### src/hw/acsc_consts.svh
// register addresses, field positions, reset values and rate counts
`ifndef ACSC_CONSTS_SVH
`define ACSC_CONSTS_SVH

// register select codes carried in the reg_sel field of each frame
`define ACSC_RS_COMMAND_REGISTER 3'h0
`define ACSC_RS_SETUP1 3'h1
`define ACSC_RS_SETUP2 3'h2
`define ACSC_RS_DATA 3'h7

// reset values of the setup and command registers
`define ACSC_SETUP1_RST 8'h0a
`define ACSC_SETUP2_RST 8'h00
`define ACSC_COMMAND_REGISTER_RST 8'h00

// command register bit positions
`define ACSC_COMMAND_REGISTER_HOLD_BIT 0
`define ACSC_COMMAND_REGISTER_READY_BIT 7

// master clock ticks per output word, slowest modulator setting
`define ACSC_PER_LO_F0 16'hc800
`define ACSC_PER_LO_F1 16'ha000
`define ACSC_PER_LO_F2 16'h2800
`define ACSC_PER_LO_F3 16'h1400
`define ACSC_PER_HI_F0 16'hc000
`define ACSC_PER_HI_F1 16'ha000
`define ACSC_PER_HI_F2 16'h2000
`define ACSC_PER_HI_F3 16'h1000

// output words needed to settle each filter order
`define ACSC_SETTLE_SINC3 2'h3
`define ACSC_SETTLE_SINC1 2'h1

`endif

### src/hw/acsc_pkg.sv
// types shared by the conversion setup control block
package acsc_pkg;

  typedef struct packed {
    logic [1:0] chan_sel;
    logic [1:0] mod_ratio;
    logic clk_range;
    logic [1:0] decim_sel;
    logic fast;
  } acsc_setup1_t;

  typedef struct packed {
    logic scan;
    logic [1:0] cal_mode;
    logic input_buffer_en;
    logic input_mode_a;
    logic burnout_source_en;
    logic rsvd;
    logic clock_prescale_half;
  } acsc_setup2_t;

  typedef struct packed {
    logic [2:0] reg_sel;
    logic rd;
    logic [7:0] data;
  } acsc_frame_t;

  typedef enum logic [3:0] {
    CH_AIN1_COM, CH_AIN2_COM, CH_AIN3_COM, CH_AIN4_COM, CH_AIN5_COM,
    CH_PAIR12, CH_PAIR34, CH_PAIR56, CH_OFFSET_CAL_INPUT, CH_GAIN_CAL_INPUT
  } acsc_chan_t;

  typedef enum logic [1:0] {ST_HOLD, ST_RESTART, ST_CONVERT} acsc_state_t;

endpackage

### src/hw/acsc_setup_ctrl.sv
// conversion setup registers and conversion sequencing control
`include "acsc_consts.svh"
module acsc_setup_ctrl import acsc_pkg::*; (
  input wire logic clk_sys, // system clock
  input wire logic sys_rst, // async reset, active high
  input wire logic master_clock_in, // converter master clock pin
  input wire logic frame_done, // last bit of a register frame
  input wire acsc_frame_t frame, // register, direction and data
  output logic [7:0] rd_data_q, // read answer of last frame
  output logic result_ready_q, // new settled data available
  output acsc_chan_t conv_chan_q, // channel being converted
  output logic [1:0] tf_sel_q, // transfer register in use
  output logic filter_reset_q, // modulator and filter in reset
  output logic sinc1_sel_q, // first-order filter selected
  output logic sample_done_q, // one word finished
  output logic [1:0] mod_ratio_q, // modulator clock ratio
  output logic input_buffer_en_q, // input buffers powered
  output logic input_mode_a_q, // differential input pairs
  output logic burnout_source_en_q, // test currents connected
  output logic clock_prescale_half_q // master clock halved
);
  // register state
  acsc_setup1_t setup1_q;
  acsc_setup2_t setup2_q;
  logic [7:0] command_register_q;
  acsc_state_t state_q, state_d;
  logic [1:0] settle_q;
  logic [1:0] seq_tf;
  acsc_chan_t seq_chan;
  logic sample_pulse;

  // master clock pin synchroniser and edge detect
  logic mclk_s1_q, mclk_s2_q, mclk_s3_q;
  always_ff @(posedge clk_sys or posedge sys_rst) begin
    if (sys_rst) begin
      mclk_s1_q <= 1'b0;
      mclk_s2_q <= 1'b0;
      mclk_s3_q <= 1'b0;
    end else begin
      mclk_s1_q <= master_clock_in;
      mclk_s2_q <= mclk_s1_q;
      mclk_s3_q <= mclk_s2_q;
    end
  end
  wire master_edge = mclk_s2_q & ~mclk_s3_q;

  // frame decode, acting only on the end-of-frame strobe
  wire is_wr = frame_done & ~frame.rd;
  wire is_rd = frame_done & frame.rd;
  wire wr_command_register = is_wr & (frame.reg_sel == `ACSC_RS_COMMAND_REGISTER);
  wire wr_setup1 = is_wr & (frame.reg_sel == `ACSC_RS_SETUP1);
  wire wr_setup2 = is_wr & (frame.reg_sel == `ACSC_RS_SETUP2);
  wire rd_data_reg = is_rd & (frame.reg_sel == `ACSC_RS_DATA);

  // a setup change resets the filter, writes of equal value do not
  wire chg1 = wr_setup1 & (frame.data != setup1_q);
  wire chg2 = wr_setup2 & (frame.data != setup2_q);
  wire cfg_change = chg1 | chg2;
  wire hold = command_register_q[`ACSC_COMMAND_REGISTER_HOLD_BIT];

  // setup and command registers
  always_ff @(posedge clk_sys or posedge sys_rst) begin
    if (sys_rst) begin
      setup1_q <= `ACSC_SETUP1_RST;
      setup2_q <= `ACSC_SETUP2_RST;
      command_register_q <= `ACSC_COMMAND_REGISTER_RST;
    end else begin
      if (wr_setup1) setup1_q <= frame.data;
      if (wr_setup2) setup2_q <= frame.data;
      if (wr_command_register) command_register_q <= frame.data;
    end
  end

  // decimation period in master ticks from the rate table
  logic [15:0] per_base;
  always_comb begin
    case ({setup1_q.clk_range, setup1_q.decim_sel})
      3'h0: per_base = `ACSC_PER_LO_F0;
      3'h1: per_base = `ACSC_PER_LO_F1;
      3'h2: per_base = `ACSC_PER_LO_F2;
      3'h3: per_base = `ACSC_PER_LO_F3;
      3'h4: per_base = `ACSC_PER_HI_F0;
      3'h5: per_base = `ACSC_PER_HI_F1;
      3'h6: per_base = `ACSC_PER_HI_F2;
      default: per_base = `ACSC_PER_HI_F3;
    endcase
  end
  // each modulator ratio step halves the period, doubling the rate
  wire [15:0] period = per_base >> setup1_q.mod_ratio;

  // filter and modulator sequencing
  always_comb begin
    state_d = state_q;
    case (state_q)
      ST_HOLD: if (!hold) state_d = ST_RESTART;
      // a change while restarting keeps the filter in reset one more cycle
      ST_RESTART: state_d = hold ? ST_HOLD : (cfg_change ? ST_RESTART : ST_CONVERT);
      ST_CONVERT: begin
        if (hold) state_d = ST_HOLD;
        else if (cfg_change) state_d = ST_RESTART;
      end
      default: state_d = ST_RESTART;
    endcase
  end

  always_ff @(posedge clk_sys or posedge sys_rst) begin
    if (sys_rst) state_q <= ST_RESTART;
    else state_q <= state_d;
  end

  wire running = (state_q == ST_CONVERT) & ~cfg_change;
  wire timer_restart = (state_q != ST_CONVERT) | cfg_change;
  wire word_done = sample_pulse & running;

  // output word timer
  acsc_rate_gen u_rate (
    .clk_sys(clk_sys),
    .sys_rst(sys_rst),
    .master_edge(master_edge),
    .prescale(setup2_q.clock_prescale_half),
    .period(period),
    .restart(timer_restart),
    .sample_pulse(sample_pulse)
  );

  // channel selection and scanning
  acsc_chan_seq u_seq (
    .clk_sys(clk_sys),
    .sys_rst(sys_rst),
    .s1(setup1_q),
    .s2(setup2_q),
    .advance(word_done),
    .restart(timer_restart),
    .chan(seq_chan),
    .tf_sel(seq_tf)
  );

  // words needed after a filter reset before data counts as settled
  wire [1:0] settle_need = setup1_q.fast ? `ACSC_SETTLE_SINC1 : `ACSC_SETTLE_SINC3;
  wire settled_word = word_done & (settle_q >= settle_need - 2'h1);

  always_ff @(posedge clk_sys or posedge sys_rst) begin
    if (sys_rst) settle_q <= 2'h0;
    else if (timer_restart) settle_q <= 2'h0;
    else if (word_done && !settled_word) settle_q <= settle_q + 2'h1;
  end

  // ready flag: a settled word beats a data read in the same cycle
  always_ff @(posedge clk_sys or posedge sys_rst) begin
    if (sys_rst) result_ready_q <= 1'b0;
    else if (cfg_change) result_ready_q <= 1'b0;
    else if (settled_word) result_ready_q <= 1'b1;
    else if (rd_data_reg) result_ready_q <= 1'b0;
  end

  // read answers; data register shows the channel of the last word
  logic [3:0] last_chan_q;
  wire [7:0] command_register_rd = {result_ready_q, command_register_q[6:0]};
  wire [7:0] rd_mux =
    (frame.reg_sel == `ACSC_RS_COMMAND_REGISTER) ? command_register_rd :
    (frame.reg_sel == `ACSC_RS_SETUP1) ? setup1_q :
    (frame.reg_sel == `ACSC_RS_SETUP2) ? setup2_q :
    (frame.reg_sel == `ACSC_RS_DATA) ? {4'h0, last_chan_q} : 8'h00;

  always_ff @(posedge clk_sys or posedge sys_rst) begin
    if (sys_rst) begin
      rd_data_q <= 8'h00;
      last_chan_q <= 4'h0;
    end else begin
      if (is_rd) rd_data_q <= rd_mux;
      if (word_done) last_chan_q <= seq_chan;
    end
  end

  // registered outputs steering the analog front end
  always_ff @(posedge clk_sys or posedge sys_rst) begin
    if (sys_rst) begin
      conv_chan_q <= CH_AIN1_COM;
      tf_sel_q <= 2'h1;
      filter_reset_q <= 1'b1;
      sinc1_sel_q <= 1'b0;
      sample_done_q <= 1'b0;
      mod_ratio_q <= 2'h0;
      input_buffer_en_q <= 1'b0;
      input_mode_a_q <= 1'b0;
      burnout_source_en_q <= 1'b0;
      clock_prescale_half_q <= 1'b0;
    end else begin
      conv_chan_q <= seq_chan;
      tf_sel_q <= seq_tf;
      filter_reset_q <= timer_restart;
      sinc1_sel_q <= setup1_q.fast;
      sample_done_q <= word_done;
      mod_ratio_q <= setup1_q.mod_ratio;
      input_buffer_en_q <= setup2_q.input_buffer_en;
      input_mode_a_q <= setup2_q.input_mode_a;
      burnout_source_en_q <= setup2_q.burnout_source_en;
      clock_prescale_half_q <= setup2_q.clock_prescale_half;
    end
  end
endmodule

### src/hw/acsc_rate_gen.sv
// output word timer driven by master clock edges, with prescaler
module acsc_rate_gen import acsc_pkg::*; (
  input wire logic clk_sys, // system clock
  input wire logic sys_rst, // async reset
  input wire logic master_edge, // one rising master clock edge
  input wire logic prescale, // divide master clock by two
  input wire logic [15:0] period, // master ticks per word
  input wire logic restart, // hold timer at zero
  output logic sample_pulse // one word finished
);
  logic phase_q;
  logic [15:0] cnt_q;
  wire tick_en = master_edge & (~prescale | phase_q);
  wire at_end = (cnt_q == period - 16'h0001);

  // prescaler phase and word counter
  always_ff @(posedge clk_sys or posedge sys_rst) begin
    if (sys_rst) begin
      phase_q <= 1'b0;
      cnt_q <= 16'h0000;
      sample_pulse <= 1'b0;
    end else if (restart) begin
      phase_q <= 1'b0;
      cnt_q <= 16'h0000;
      sample_pulse <= 1'b0;
    end else begin
      phase_q <= master_edge ? ~phase_q : phase_q;
      cnt_q <= tick_en ? (at_end ? 16'h0000 : cnt_q + 16'h0001) : cnt_q;
      sample_pulse <= tick_en & at_end;
    end
  end
endmodule

### src/hw/acsc_chan_seq.sv
// conversion channel choice, fixed or scanned
module acsc_chan_seq import acsc_pkg::*; (
  input wire logic clk_sys, // system clock
  input wire logic sys_rst, // async reset
  input wire acsc_setup1_t s1, // setup one
  input wire acsc_setup2_t s2, // setup two
  input wire logic advance, // word finished
  input wire logic restart, // back to first channel
  output acsc_chan_t chan, // channel to convert
  output logic [1:0] tf_sel // transfer register 1..3
);
  logic [2:0] idx_q;
  wire cal_both = s2.cal_mode[1] ^ s2.cal_mode[0];
  wire [2:0] base_n = s2.input_mode_a ? 3'h3 : 3'h5;
  wire [2:0] last = base_n + (cal_both ? 3'h2 : 3'h0) - 3'h1;

  // scan position
  always_ff @(posedge clk_sys or posedge sys_rst) begin
    if (sys_rst) idx_q <= 3'h0;
    else if (restart || !s2.scan) idx_q <= 3'h0;
    else if (advance) idx_q <= (idx_q >= last) ? 3'h0 : idx_q + 3'h1;
  end

  // channel and its transfer register
  always_comb begin
    chan = CH_AIN1_COM;
    tf_sel = 2'h1;
    if (s2.scan) begin
      if (idx_q >= base_n) begin
        chan = (idx_q == base_n) ? CH_OFFSET_CAL_INPUT : CH_GAIN_CAL_INPUT;
        tf_sel = 2'h3;
      end else if (s2.input_mode_a) begin
        chan = acsc_chan_t'(4'(CH_PAIR12) + {1'b0, idx_q});
        tf_sel = 2'(idx_q) + 2'h1;
      end else begin
        chan = acsc_chan_t'({1'b0, idx_q});
        tf_sel = (idx_q < 3'h2) ? 2'h1 : ((idx_q < 3'h4) ? 2'h2 : 2'h3);
      end
    end else begin
      tf_sel = s2.input_mode_a ? (s1.chan_sel == 2'h3 ? 2'h3 : s1.chan_sel + 2'h1)
                               : (s1.chan_sel[1] ? 2'h2 : 2'h1);
      case (s2.cal_mode)
        2'h1: chan = CH_OFFSET_CAL_INPUT;
        2'h2: chan = CH_GAIN_CAL_INPUT;
        default: chan = s2.input_mode_a
          ? acsc_chan_t'(4'(CH_PAIR12) + {2'h0, (s1.chan_sel == 2'h3) ? 2'h2 : s1.chan_sel})
          : acsc_chan_t'({2'h0, s1.chan_sel});
      endcase
    end
  end
endmodule

### config.mk
export PLATFORM = sky130hd
export DESIGN_NAME = acsc_setup_ctrl
export DESIGN_NICKNAME = d
export VERILOG_FILES = /design/src/hw/acsc_pkg.sv /design/src/hw/acsc_setup_ctrl.sv /design/src/hw/acsc_rate_gen.sv /design/src/hw/acsc_chan_seq.sv
export VERILOG_INCLUDE_DIRS = /design/src /design/src/hw
export SDC_FILE = /design/constraint.sdc
export NUM_CORES = 1
export LEC_CHECK = 0
export BUFFER_PORTS_ARGS = -buffer_cell sky130_fd_sc_hd__buf_4
export CAP_MARGIN = 20
export CORE_UTILIZATION = 60
export CTS_CLUSTER_SIZE = 28
export DETAILED_ROUTE_END_ITERATION = 7
export GPL_TIMING_DRIVEN = 0
export PLACE_DENSITY = 0.92
export SKIP_LAST_GASP = 1
export SLEW_MARGIN = 20
export SYNTH_ARGS = -nofsm -noshare
export SYNTH_HDL_FRONTEND = slang
export SYNTH_SLANG_ARGS = --single-unit
### constraint.sdc
create_clock -name clk_sys -period 7.9 [get_ports clk_sys]
set_input_delay 1.185 -clock clk_sys [delete_from_list [all_inputs] [get_ports clk_sys]]
set_output_delay 1.185 -clock clk_sys [all_outputs]
set_load 0.1 [all_outputs]
* Word-level counts from Yosys, hierarchy flattened
Cells that the tools add are included.
** Word-level totals
- Word-level logic and storage cells :: 153
- Bits of input ports :: 16
- Output and inout port bits :: 24
- Flip-flop bits (word level) :: 79
** Cells by class
- Bitwise gates (word level) :: 23
- Equal/unequal tests :: 21
- Multiplexer cells :: 43
- Reduce and logical (&&, ||, !) cells :: 14
- Shift-type cells :: 1
- Add/subtract/negate cells :: 11
- Magnitude comparators :: 5
** Operators with widths (count)
- $pmux W16 S6 :: 1
- $mux W16 :: 3
- $mux W2 :: 17
- $mux W8 :: 3
- $mux W4 :: 5
- $add A16 B1 Y16 const B :: 1
- $eq A16 B16 Y1 :: 1
- $ne A8 B8 Y1 :: 2
- $shr A16 B2 Y16 :: 1
- $sub A16 B1 Y16 const B :: 1
- $and A1 B1 Y1 :: 14
- $eq A3 B3 Y1 const B :: 4
- $mux W3 :: 4
- $eq A3 B2 Y1 const B :: 3
- $mux W1 :: 8
- $pmux W4 S2 :: 1
- $reduce_bool A2 Y1 :: 4
- $add A2 B1 Y2 const B :: 3
- $eq A2 B2 Y1 const B :: 3
- $eq A3 B1 Y1 const B :: 2
- $ge A3 B3 Y1 :: 2
- $logic_not A3 Y1 :: 2
- $pmux W2 S3 :: 1
- $not A1 Y1 :: 5
- other kinds (22) :: 27

* Depth between registers and ports, before layout
Gate-level depths: netlist (run 1).
- Depth after elaboration :: 13
- Mapped depth :: 13
- Gate-level depth less buffers :: 11

* Modules after synthesis
A second synthesis (run 1) with hierarchy kept.
** Second synthesis, totals
- Cell total of the unflattened synthesis :: 501
- Area, all modules :: 4892.2 µm²
** Modules (own cells, without submodules)
- acsc_setup_ctrl :: area each 2753.9 µm², cells each 235, seq. area each 1457.6 µm², times used 1
- acsc_rate_gen :: area each 1625.3 µm², cells each 203, seq. area each 450.4 µm², times used 1
- acsc_chan_seq :: area each 513.0 µm², cells each 63, seq. area each 75.1 µm², times used 1

* Least setup slack after synthesis (run 1)
OpenSTA, ideal clock, no wires.
- Kind :: input-to-reg
- Start point :: input frame[9] (netlist bit)
- End point :: register last_chan_q[0]
- Library setup time :: 0.125 ns
- Buffers on the path :: 1
- Data required time :: 7.775 ns
- Slack :: 5.004 ns
- Cell stages on the path :: 7
- Arrival time :: 2.771 ns
- Path through :: nor4b_1 nand2_1 o21bai_1 and3_1 clkbuf_1 nand2_1 mux2_2
** On the way
- Word-level cells in the longest chain between the ends :: 7
- Elaborated cells on any way between the ends :: 10
- Those cells by class :: eq/ne: 2; bitwise: 8
** RTL lines
- from (decl) :: RTL line acsc_setup_ctrl.sv:8 : input wire acsc_frame_t frame,
- $eq A3 B1 Y1 (no line) or $eq A3 B2 Y1 (tied branches)
- $and A1 B1 Y1 (on tied branches) :: RTL line acsc_setup_ctrl.sv:51, acsc_setup_ctrl.sv:52
- $and A1 B1 Y1 (on tied branches) :: RTL line acsc_setup_ctrl.sv:56, acsc_setup_ctrl.sv:57
- $or A1 B1 Y1 * :: RTL line acsc_setup_ctrl.sv:58 : wire cfg_change = chg1 | chg2;
- $not A1 Y1 * :: RTL line acsc_setup_ctrl.sv:111 : wire running = (state_q == ST_CONVERT) & ~cfg_change;
- $and A1 B1 Y1 * :: RTL line acsc_setup_ctrl.sv:111
- $and A1 B1 Y1 * :: RTL line acsc_setup_ctrl.sv:113 : wire word_done = sample_pulse & running;
- to (signal assigned) :: RTL line acsc_setup_ctrl.sv:171 : if (word_done) last_chan_q <= seq_chan;
- to (decl) :: RTL line acsc_setup_ctrl.sv:157 : logic [3:0] last_chan_q;
Every way passes the cells marked *; elsewhere a longest branch is shown, timed or not.
A chain may end at the register's enable or synchronous reset.

* Worst setup path in the final report (run 1)
- Start point :: register setup1_q[1] (netlist bit)
- End point :: register u_rate.sample_pulse
** On the way
- Word-level cells in the longest chain between the ends :: 8
- Elaborated cells on any way between the ends :: 18
- Those cells by class :: add/sub: 1; eq/ne: 8; shift: 1; mux: 2; bitwise: 4; reduce/logical: 2
** RTL lines
- from (decl) :: RTL line acsc_setup_ctrl.sv:23 : acsc_setup1_t setup1_q;
- from (signal assigned) :: RTL line acsc_setup_ctrl.sv:64 : setup1_q <= `ACSC_SETUP1_RST;
- from (signal assigned) :: RTL line acsc_setup_ctrl.sv:68 : if (wr_setup1) setup1_q <= frame.data;
- $eq A3 B3 Y1 or $eq A3 B1 Y1 (tied branches) :: RTL line acsc_setup_ctrl.sv:77 : case ({setup1_q.clk_range, setup1_q.decim_sel})
- $reduce_or A2 Y1 (no line)
- $pmux W16 S6 :: RTL line acsc_setup_ctrl.sv:77
- $shr A16 B2 Y16 :: RTL line acsc_setup_ctrl.sv:89 : wire [15:0] period = per_base >> setup1_q.mod_ratio;
- $sub A16 B1 Y16 :: RTL line acsc_rate_gen.sv:14 : wire at_end = (cnt_q == period - 16'h0001);
- $eq A16 B16 Y1 :: RTL line acsc_rate_gen.sv:14
- $and A1 B1 Y1 :: RTL line acsc_rate_gen.sv:29 : sample_pulse <= tick_en & at_end;
- $mux W1 * :: RTL line acsc_rate_gen.sv:22 : end else if (restart) begin
- to (signal assigned) :: RTL line acsc_rate_gen.sv:29
- to (decl) :: RTL line acsc_rate_gen.sv:9 : output logic sample_pulse
Marks and branches as above.

==> flow_summary.ini, run 1 <==
[critical_path]
path_cells = buf_2 > buf_2 > nand3_1 > o21ai_0 > nand2_1 > ha_1 > a2111oi_0 > o31a_1 > o211ai_1 > or4_1 > nor3_2
crit_buf_inv = 2
cpMostUsedCell = buf_2
critPathTopFamily = compound AO/OA/AOI/OAI gates
cpMaxStageDelayCell = a2111oi_0
slowest_delay_ps = 620
regToRegSetupSlack_ps = 4540
path_class = reg -> reg
cp-start-kind = register
required_ps = 8170
cp_max_fo = 10
arrival_ps = 3630
cp-end-kind = register

[clock_network]
cts_tree = yes
clk_latency_ps = 360
clk_pin_slew_ps = 90
cts_max_path_buffers = 2
cts_hold_buffers = 0
cts-htree-levels = 3
cts.sinks = 79
cts_setup_buffers = 0
root_buffer = clkbuf_8
cts_buffers = 9
cts_resized = 0

[pwr]
p_leak_nw = 2.210
power_mw = 1.444
power.density_mw_per_mm2 = 273.8
ir_drop_v = 0.0001502

[timing]
setup_tns_ps = 0
post-route-worst-setup-slack_ps = 4544
finalClockSkew_ps = 10.78
tightest_slew_ps = 832.9
max_freq_mhz = 298.0
fin_crit_sh = 0.4248
setup_viol = 0
final-max-slew-violation-count = 0
relSlewSlack = 0.4389
fin_crit_ps = 3356
rsz0062_at_grt = false
hold_violations = 0

[logic_synthesis]
ys_ff_latch = 79
mappedNetlistArea_mm2 = 0.004631
netlist_instances = 462
synth_seq_area_share = 0.4283
syn-num-nets = 491
async_flop_share = 1.000
synth-warning-count = 0
synth_area_per_cell_um2 = 10.02
synth_area_leader_cell = dfrtp_1
synth-edff-count = 0
synth_area_leaders = dfrtp_1 40%, mux2_2 8.0%, xnor2_1 4.2%, ha_1 3.5%, o21ai_0 3.2%
synth_cell_types = 67
synthFlopType = dfrtp_1
synth_top_cell_area_share = 0.3999

[detailed_routing]
postRouteAntennaNets = 0
viasPerCell = 6.365
drt-total-wl_um = 11300
drtPass1Iterations = 5
vias = 3927
dr.first_iter.drc_count = 296
drc = 0
wl_per_cell_um = 18.31

[placed_design]
dp_slack_ps = 4448
io_buffers = 39
dp.cells = 601
place.detailed.hpwl_um = 8021
place_congestion = 0.9441

[die]
die_h_um = 89.85
core-area_mm2 = 0.007370
die_area_mm2 = 0.008073
die_x_um = 89.85
rows = 31
io_pins = 40
start_util = 0.6284

[global_route]
grt_max_degree = 57
grt_pass1_vias = 3811
grt_use_met3 = 0.04653
overflow = 0
grt_antenna_before_repair = 0
grt_use_met1 = 0.3592
use_met2 = 0.4840
grt_use_total = 0.2866
grt_pass1_wl_um = 18510
top_usage_layer = met2

[cells_and_area]
antenna_cells = 0
seq_area_mm2 = 0.001983
nets = 542
syn2layout_area_growth_pct = 13.89
drive_gt1_frac = 0.2394
multi_input_area_mm2 = 0.002450
instances_no_fill = 617
n_fill_cell = 521

[min_path]
hp-class = reg -> reg

[status]
status = finished, final reports clean

[job]
maxCapViolCount = 0
-- cell usage after synthesis, types with 2 or more instances --
master    number
a21oi_1       14
a22o_1         8
a22oi_1        7
a32oi_1        2
and2_1         5
and3_1         3
buf_1          2
buf_2          8
buf_6          4
clkbuf_1      10
dfrtp_1       74
dfstp_2        5
ha_1          13
inv_1         15
mux2_2        33
mux2i_1        9
nand2_1       35
nand2b_1       6
nand3_1       20
nand3b_1       4
nand4_1        8
nor2_1        31
nor2b_1        6
nor3_1        10
nor3_2         2
nor3b_1        2
nor4_1        10
o211ai_1       2
o21a_1         4
o21ai_0       30
o21bai_1       4
o221ai_1       2
o22ai_1        4
o31a_1         4
o31ai_1        5
o41ai_1        2
or2_2          2
or4b_2         3
xnor2_1       22
xor2_1         5
-- per-layer routing --
metal  part of all wire  wire length (µm)
met2               0.49              5532
met4              0.039               442
met1               0.40              4559
met3              0.068               764
met5                  0                 0
-- flip-flops by register name (all words and copies together), names as in the netlist, 2 cells and up --
signal	flops
rd_data_q	8
setup2_q	8
mod_ratio_q	2
tf_sel_q	2
command_register_q	7
u_rate.cnt_q	16
settle_q	2
conv_chan_q	4
setup1_q	8
state_q	2
last_chan_q	4
u_seq.idx_q	3
-- final timing paths --
path,start,to,cells past startpoint
hold / removal,mclk_s1_q,mclk_s2_q,0
setup / recovery,setup1_q[1],u_rate.sample_pulse,11
setup reg to reg,setup1_q[1],u_rate.sample_pulse,11
hold reg to reg,mclk_s1_q,mclk_s2_q,0
max in group asynchronous,sys_rst,setup1_q[1],3
min in group asynchronous,sys_rst,u_rate.cnt_q[3],2
-- through the flow --
| step | hold slack (ps) | utilization | cell area, µm² |
|---|---|---|---|
| after floorplan | 331.2 | - | 4631 |
| after global placement | 333.3 | 0.6849 | 5047 |
| after detailed placement | 338.7 | 0.6890 | 5077 |
| after CTS | 357.1 | 0.7156 | 5274 |
| after global routing | 362.2 | 0.7156 | 5274 |
| final | 358.4 | 0.7156 | 5274 |
-- layout make-up --
class,instances,share of cell area
clock buffers,10,0.02420
flip-flops and latches,79,0.3760
repair buffers,40,0.06074
clock inverters,6,0.01305
multi-input cells,342,0.4645
plain buffers,25,0.02610
well taps,99,0.02349
inverters,16,0.01186
-- report_power, final --
group,internal (mW),leakage (nW),switching [mW],total [mW]
sequential,0.469,1.02,0.0500,0.519
combinational,0.195,1.11,0.422,0.618
clock,0.147,0.0851,0.160,0.307
-- kinds of logic after synthesis --
| logic type | synth area share |
|---|---|
| AND/OR/NAND/NOR | 0.1840 |
| XOR/XNOR | 0.05593 |
| AO/OA/AOI/OAI | 0.1543 |
| buffers and inverters | 0.04269 |
| multiplexers | 0.09970 |
| adder cells (fa/ha/maj) | 0.03513 |
| flip-flops | 0.4283 |
-- cell usage in the layout, fill, tap and decap left out, types with 5 or more instances in the layout --
| cell | count |
|---|---|
| nor2_1 | 31 |
| mux2i_1 | 9 |
| a21oi_1 | 14 |
| nand2b_1 | 6 |
| dfrtp_1 | 74 |
| clkbuf_1 | 11 |
| xor2_1 | 5 |
| nor4_1 | 10 |
| xnor2_1 | 22 |
| buf_4 | 40 |
| clkbuf_8 | 9 |
| a22o_1 | 8 |
| dfstp_2 | 5 |
| nor3_1 | 10 |
| and2_1 | 5 |
| o21ai_0 | 30 |
| nand3_1 | 20 |
| mux2_2 | 33 |
| nand4_1 | 8 |
| buf_2 | 8 |
| nor2b_1 | 6 |
| o31ai_1 | 5 |
| a22oi_1 | 7 |
| nand2_1 | 35 |
| inv_1 | 14 |
| ha_1 | 13 |
Power figures use the tool's default switching activity.
==> inputs of run 2 (changes only) <==
--- a/config.mk
+++ b/config.mk
@@ -6,13 +6,14 @@
 export SDC_FILE = /design/constraint.sdc
 export NUM_CORES = 1
 export LEC_CHECK = 0
+export ABC_AREA = 1
 export BUFFER_PORTS_ARGS = -buffer_cell sky130_fd_sc_hd__buf_4
 export CAP_MARGIN = 20
-export CORE_UTILIZATION = 60
+export CORE_UTILIZATION = 54
 export CTS_CLUSTER_SIZE = 28
 export DETAILED_ROUTE_END_ITERATION = 7
 export GPL_TIMING_DRIVEN = 0
-export PLACE_DENSITY = 0.92
+export PLACE_DENSITY = 0.88
 export SKIP_LAST_GASP = 1
 export SLEW_MARGIN = 20
 export SYNTH_ARGS = -nofsm -noshare
==> constraint.sdc (replaced) <==
create_clock -name clk_sys -period 3.05 [get_ports clk_sys]
set_input_delay 0.4575 -clock clk_sys [delete_from_list [all_inputs] [get_ports clk_sys]]
set_output_delay 0.4575 -clock clk_sys [all_outputs]
set_load 0.1 [all_outputs]
==> run 2 against run 1 <==
  * Design area is 0.26% higher
  * Sequential power grew to 2.6 times the previous value
  * Critical path type unchanged
  * Critical endpoint is now u_rate.cnt_q[5]
  * Wire length down 5.8%
  * Non-clock buffer count shrank 12
  * Sequential share of layout area is 0.098 points lower
  * Via count rose by 4.9%
  * Clock power rose to 2.9 times the previous value
  * Utilization shrank 7.2 points
  * Worst hold slack worse by 310 ps
==> flow_summary.ini, run 2 <==
[critical_path]
r2r_end = u_rate.cnt_q[5]
cp-startpoint = setup1_q[1]
cp-end-kind = register
regToRegStartpoint = setup1_q[1]
cpMaxStageDelayCell = dfstp_2
regToRegSetupSlack_ps = 490
rr_worst_depth = 19
path_class = reg -> reg
cpMostUsedCell = nand2_1
cp-start-kind = register
crit_end = u_rate.cnt_q[5]
required_ps = 3300
cp_max_fo = 10
slowest_delay_ps = 610
arrival_ps = 2810
path_cells = nand2_2 > inv_2 > nand3_2 > nand2_1 > nand2_1 > ha_1 > xor2_1 > nand3_1 > nor2_1 > nand2_1 > nor2_2 > nand2_1 > inv_1 > nand2_1 > nor2_2 > nand2_2 > buf_6 > nand3_2 > nand2_1

[timing]
setup_viol = 0
rsz0062_at_grt = false
tightest_slew_ps = 543.0
fin_crit_ps = 2556
hold_violations = 0
max_freq_mhz = 391.2
fin_crit_sh = 0.8381
hold_ws_ps = 52.16
finalClockSkew_ps = 9.467
relSlewSlack = 0.6360
final-max-slew-violation-count = 0

[clock_network]
cts.sinks = 79
root_buffer = clkbuf_8
cts_tree = yes
cts_buffers = 9
clk_pin_slew_ps = 90
cts_setup_buffers = 0
clk_latency_ps = 360
cts_resized = 0
cts_hold_buffers = 0
cts-htree-levels = 3
cts_max_path_buffers = 2

[logic_synthesis]
synth-warning-count = 0
ys_top_cells_by_count = 161 x nand2_1, 74 x dfrtp_1, 74 x inv_1
synth_area_per_cell_um2 = 7.822
synthAdderAreaFrac = 0.03531
async_flop_share = 1.000
synth_top_family_by_area = simple AND/OR/NAND/NOR gates
yosysMostFrequentCell = nand2_1
synth_cell_types = 39
netlist_instances = 589
synth-edff-count = 0
synthSimpleGateAreaFrac = 0.3031
syn-num-nets = 618
synthMuxAreaShare = 0
mappedNetlistArea_mm2 = 0.004607
synth_seq_area_share = 0.4305
synth_area_leader_cell = dfrtp_1
synth_xor_area_frac = 0.03422
synthFlopType = dfrtp_1
ys_ff_latch = 79
synth_top_cell_area_share = 0.4020
synth-compound-area-share = 0.1130
synth_area_leaders = dfrtp_1 40%, nand2_1 13%, inv_1 6.0%, o21ai_0 5.4%, nand3_1 3.6%

[cells_and_area]
largest_reg_flops = 16
nets = 669
antenna_cells = 0
multi_input_area_mm2 = 0.002237
drive_gt1_frac = 0.1891
n_fill_cell = 681
syn2layout_area_growth_pct = 14.77
mostFrequentLayoutCells = 161 x nand2_1, 74 x dfrtp_1, 73 x inv_1
regMostFlops = u_rate.cnt_q
finalCoreUtilization = 0.6435
seq_area_mm2 = 0.001983
final_cell_area_mm2 = 0.005288
final_common_cell = nand2_1

[pwr]
p_leak_nw = 2.631
ir_drop_v = 0.0004278
power.density_mw_per_mm2 = 736.1

[detailed_routing]
dr.first_iter.drc_count = 261
postRouteAntennaNets = 0
vias = 4121
drtPass1Iterations = 5
viasPerCell = 5.495
wl_per_cell_um = 14.19
drt-total-wl_um = 10640
drc = 0

[die]
die_area_mm2 = 0.008905
core-area_mm2 = 0.008217
rows = 33
die_x_um = 94.37
io_pins = 40
die_h_um = 94.37
start_util = 0.5607

[global_route]
grt_antenna_before_repair = 0
grt_pass1_wl_um = 17820
overflow = 0
grt_max_degree = 58
grt_use_total = 0.2597
grt_pass1_vias = 3944

[job]
maxCapViolCount = 0

[placed_design]
io_buffers = 39
place.detailed.hpwl_um = 8000
place_congestion = 0.9239
placed_area_mm2 = 0.005061

[min_path]
hp-class = in -> async

[status]
status = finished, final reports clean
-- run 2: cell count changes after synthesis, moves of 13 or more --
cell,change
inv_1,+59
mux2_2,-33
nand3_1,+13
nand2_1,+126
xnor2_1,-18
nand3_2,+14
o21ai_0,+20
-- run 2: final cells by class --
| cell class | count | area share |
|---|---|---|
| repair buffers | 40 | 0.06058 |
| clock buffers | 9 | 0.02343 |
| well taps | 105 | 0.02485 |
| inverters | 82 | 0.05963 |
| multi-input cells | 415 | 0.4231 |
| clock inverters | 7 | 0.01940 |
| plain buffers | 13 | 0.01396 |
| flip-flops and latches | 79 | 0.3751 |
-- run 2: critical path, delay by kind of cell (launching register included) --
kind                     cells  cell delay (ps)
XOR/XNOR                     1              140
adder cells (fa/ha/maj)      1              300
buffers and inverters        3              330
flip-flops                   1              610
AND/OR/NAND/NOR             14             1060
-- run 2: cells by family (layout without fill, tap and decap cells) --
family / Yosys count / count (layout)
AOI/OAI and AO/OA: 94 / 94
xor gates and xnor gates: 18 / 18
adders and majority gates: 13 / 13
buffers and inverters: 95 / 151
DFF: 79 / 79
and+or+nand+nor: 290 / 290
-- run 2: metal layers --
metal / up-vias / global-route usage / part of all wire
met2: 134 / 0.4396 / 0.49
li1: 2020 / - / -
met1: 1939 / 0.3206 / 0.42
met5: - / 0 / 0
met4: 0 / 0.1218 / 0.025
met3: 28 / 0.04750 / 0.057
-- run 2: power breakdown --
part           switching, mW  internal, mW  leakage [nW]
Sequential             0.124          1.22         0.985
Clock                  0.428         0.472         0.116
Combinational           1.22         0.423          1.53
Total                   1.78          2.12          2.63
-- run 2: stage by stage --
step / power, mW / std cells / setup WS, ps / setup TNS, ps
after detailed placement: 2.991 / 734 / 521.6 / 0
after CTS: 3.891 / 750 / 500.5 / 0
after global routing: 4.100 / 750 / 252.1 / 0
after global placement: 2.928 / 733 / -326.5 / -23690
final: 3.892 / 750 / 493.7 / 0
after floorplan: 2.625 / 589 / 577.4 / 0
-- run 2: how the worst min path moves through the flow --
stage	start	cells after the start	end	slack, ps
after floorplan	mclk_s1_q	0	mclk_s2_q	330
after global placement	mclk_s1_q	0	mclk_s2_q	330
after detailed placement	mclk_s1_q	0	mclk_s2_q	350
after CTS	sys_rst	2	input_mode_a_q	50
after global routing	sys_rst	2	input_mode_a_q	60
final	sys_rst	2	input_mode_a_q	50
==> inputs of run 3 (changes only) <==
==> constraint.sdc (replaced) <==
create_clock -name clk_sys -period 2.2 [get_ports clk_sys]
set_input_delay 0.33 -clock clk_sys [delete_from_list [all_inputs] [get_ports clk_sys]]
set_output_delay 0.33 -clock clk_sys [all_outputs]
set_load 0.1 [all_outputs]
==> run 3 against run 2 <==
  * Clock skew rose by 5.1 ps
  * Power rose by 43%
  * Flip-flop and latch count did not move
  * First-iteration DRC count rose by 12%
  * Utilization rose by 3.5 points
  * Critical path depth did not move
  * Global-route usage barely moved
  * Sequential share of layout area fell by 1.9 points
  * Clock power rose by 36%
  * Die area did not move
  * The run now ends with setup timing left
  * Critical endpoint is now u_rate.cnt_q[7]
==> flow_summary.ini, run 3 (same netlist as run 2, synthesis figures left out) <==
[detailed_routing]
dr.first_iter.drc_count = 292
wl_per_cell_um = 14.49
vias = 4271
drtPass1Iterations = 6
postRouteAntennaNets = 0
drt-total-wl_um = 11160
drc = 0
viasPerCell = 5.547

[clock_network]
cts-htree-levels = 3
cts_tree = yes
root_buffer = clkbuf_8
clk_latency_ps = 350
cts_max_path_buffers = 2
cts_buffers = 9
clk_pin_slew_ps = 80
cts.sinks = 79

[global_route]
grt_use_met1 = 0.3062
top_usage_layer = met2
grt_pass1_vias = 4036
grt_max_degree = 35
grt_use_met3 = 0.04589
grt_use_total = 0.2595
overflow = 0
grt_antenna_before_repair = 0
grt_pass1_wl_um = 17860
use_met2 = 0.4571

[die]
die_area_mm2 = 0.008905
rows = 33
start_util = 0.5607
die_x_um = 94.37
core-area_mm2 = 0.008217
die_h_um = 94.37
io_pins = 40

[timing]
tightest_slew_ps = 544.7
final-max-slew-violation-count = 0
relSlewSlack = 0.6349
fin_crit_ps = 2530
hold_ws_ps = 86.20
max_freq_mhz = 395.2
setup_viol = 14
post-route-worst-setup-slack_ps = -330.3
fin_crit_sh = 1.150
hold_violations = 0
rsz0062_at_grt = true
finalClockSkew_ps = 14.55

[cells_and_area]
final_common_cell = nand2_1
instances_no_fill = 770
nets = 689
drive_gt1_frac = 0.2391
antenna_cells = 0
mostFrequentLayoutCells = 153 x nand2_1, 72 x inv_1, 72 x dfrtp_1
regMostFlops = u_rate.cnt_q
largest_reg_flops = 16
syn2layout_area_growth_pct = 20.97
final_cell_area_mm2 = 0.005573

[pwr]
p_int_mw = 3.037
power.switching_mw = 2.541
ir_drop_v = 0.0005451
seqPwrFrac = 0.333
swShare = 0.4556
p_leak_nw = 2.743
pwr-share-comb = 0.448
clkPwrFrac = 0.219
power.density_mw_per_mm2 = 1001
power_mw = 5.579

[critical_path]
cp-end-kind = register
path_class = reg -> reg
cp-start-kind = register
required_ps = 2440
arrival_ps = 2770
cp_max_fo = 5

[placed_design]
place_congestion = 0.9057
dp_slack_ps = -333.0
io_buffers = 39
place.detailed.hpwl_um = 7815
placed_area_mm2 = 0.005075
dp.cells = 735

[job]
maxCapViolCount = 0

[min_path]
hp-class = in -> reg

[status]
status = complete, but fails checks
violations = setup timing
## run 3: cell types whose count changed in the layout (fill, tap and decap cells not counted), moves of 2 or more
cell / before / now
buf_4: 41 / 58
nor2_4: 2 / 6
dfrtp_1: 74 / 72
dfrtp_2: 0 / 2
clkinvlp_4: 0 / 3
nand2_4: 4 / 6
buf_12: 0 / 2
nand2_2: 8 / 14
nor2_1: 33 / 30
nand2_1: 161 / 153
nand3_4: 1 / 3
## run 3: routing by layer
layer / share of wire / wire [µm]
met1: 0.41 / 4571
met3: 0.055 / 617
met4: 0.036 / 402
met5: 0 / 0
met2: 0.50 / 5565
## run 3: power by group through the flow
stage | logic [mW] | clock network (mW) | registers [mW]
global placement | 2.20 | 0 | 1.87
detailed placement | 2.28 | 0 | 1.88
floorplan | 1.05 | 0 | 2.59
global route | 2.69 | 1.29 | 1.88
finish | 2.50 | 1.22 | 1.86
CTS | 2.38 | 1.23 | 1.85
## run 3: final timing paths
kind | startpoint | to | slack (ps) | depth (start not counted)
setup reg to reg | setup1_q[1] | u_rate.cnt_q[7] | -330 | 19
hold / removal | master_clock_in | mclk_s1_q | 90 | 1
min in group asynchronous | sys_rst | u_rate.cnt_q[1] | 500 | 3
hold reg to reg | mclk_s1_q | mclk_s2_q | 350 | 0
setup / recovery | setup1_q[1] | u_rate.cnt_q[7] | -330 | 19
max in group asynchronous | sys_rst | state_q[0] | 940 | 5
## run 3: timing repair
item                                    CTS  global route
setup buffers                            11             6
gates resized for setup                  10            22
endpoints found under the setup margin   14            31
hold buffers                              1             0
gates cloned                              1             0
endpoints found under the hold margin    13             0
pin swaps                                 1            10
## run 3: area by class of cell
class | instances | area [µm²]
tap | 105 | 131.4
inverter | 82 | 319.1
sequential | 79 | 1986
clock buffer | 9 | 123.9
buffer | 13 | 81.33
clock inverter | 7 | 101.3
multi-input combinational | 415 | 2332
timing repair buffer | 60 | 498.0
fill | 619 | 2644
## run 3: through the flow
stage	setup TNS [ps]	utilization
floorplan	-792.7	-
global placement	-3565	0.6128
detailed placement	-3943	0.6176
CTS	-2318	0.6645
global route	-6105	0.6782
finish	-3990	0.6782
## run 3: worst max-delay path, cell delays in order, from the launching register on
cell and delay (ps):
dfstp_2 540, nand2_2 70, inv_4 90, nand3_4 80, nand2_2 110, nand2_4 70, ha_4 260, xor2_1 130
nand3_1 80, nor2_1 110, nand2_1 70, nor2_2 120, nand2_1 70, inv_1 70, nand2_2 70, nor2_4 120
nand2_4 100, buf_8 150, nand3_2 50, nand2_1 50
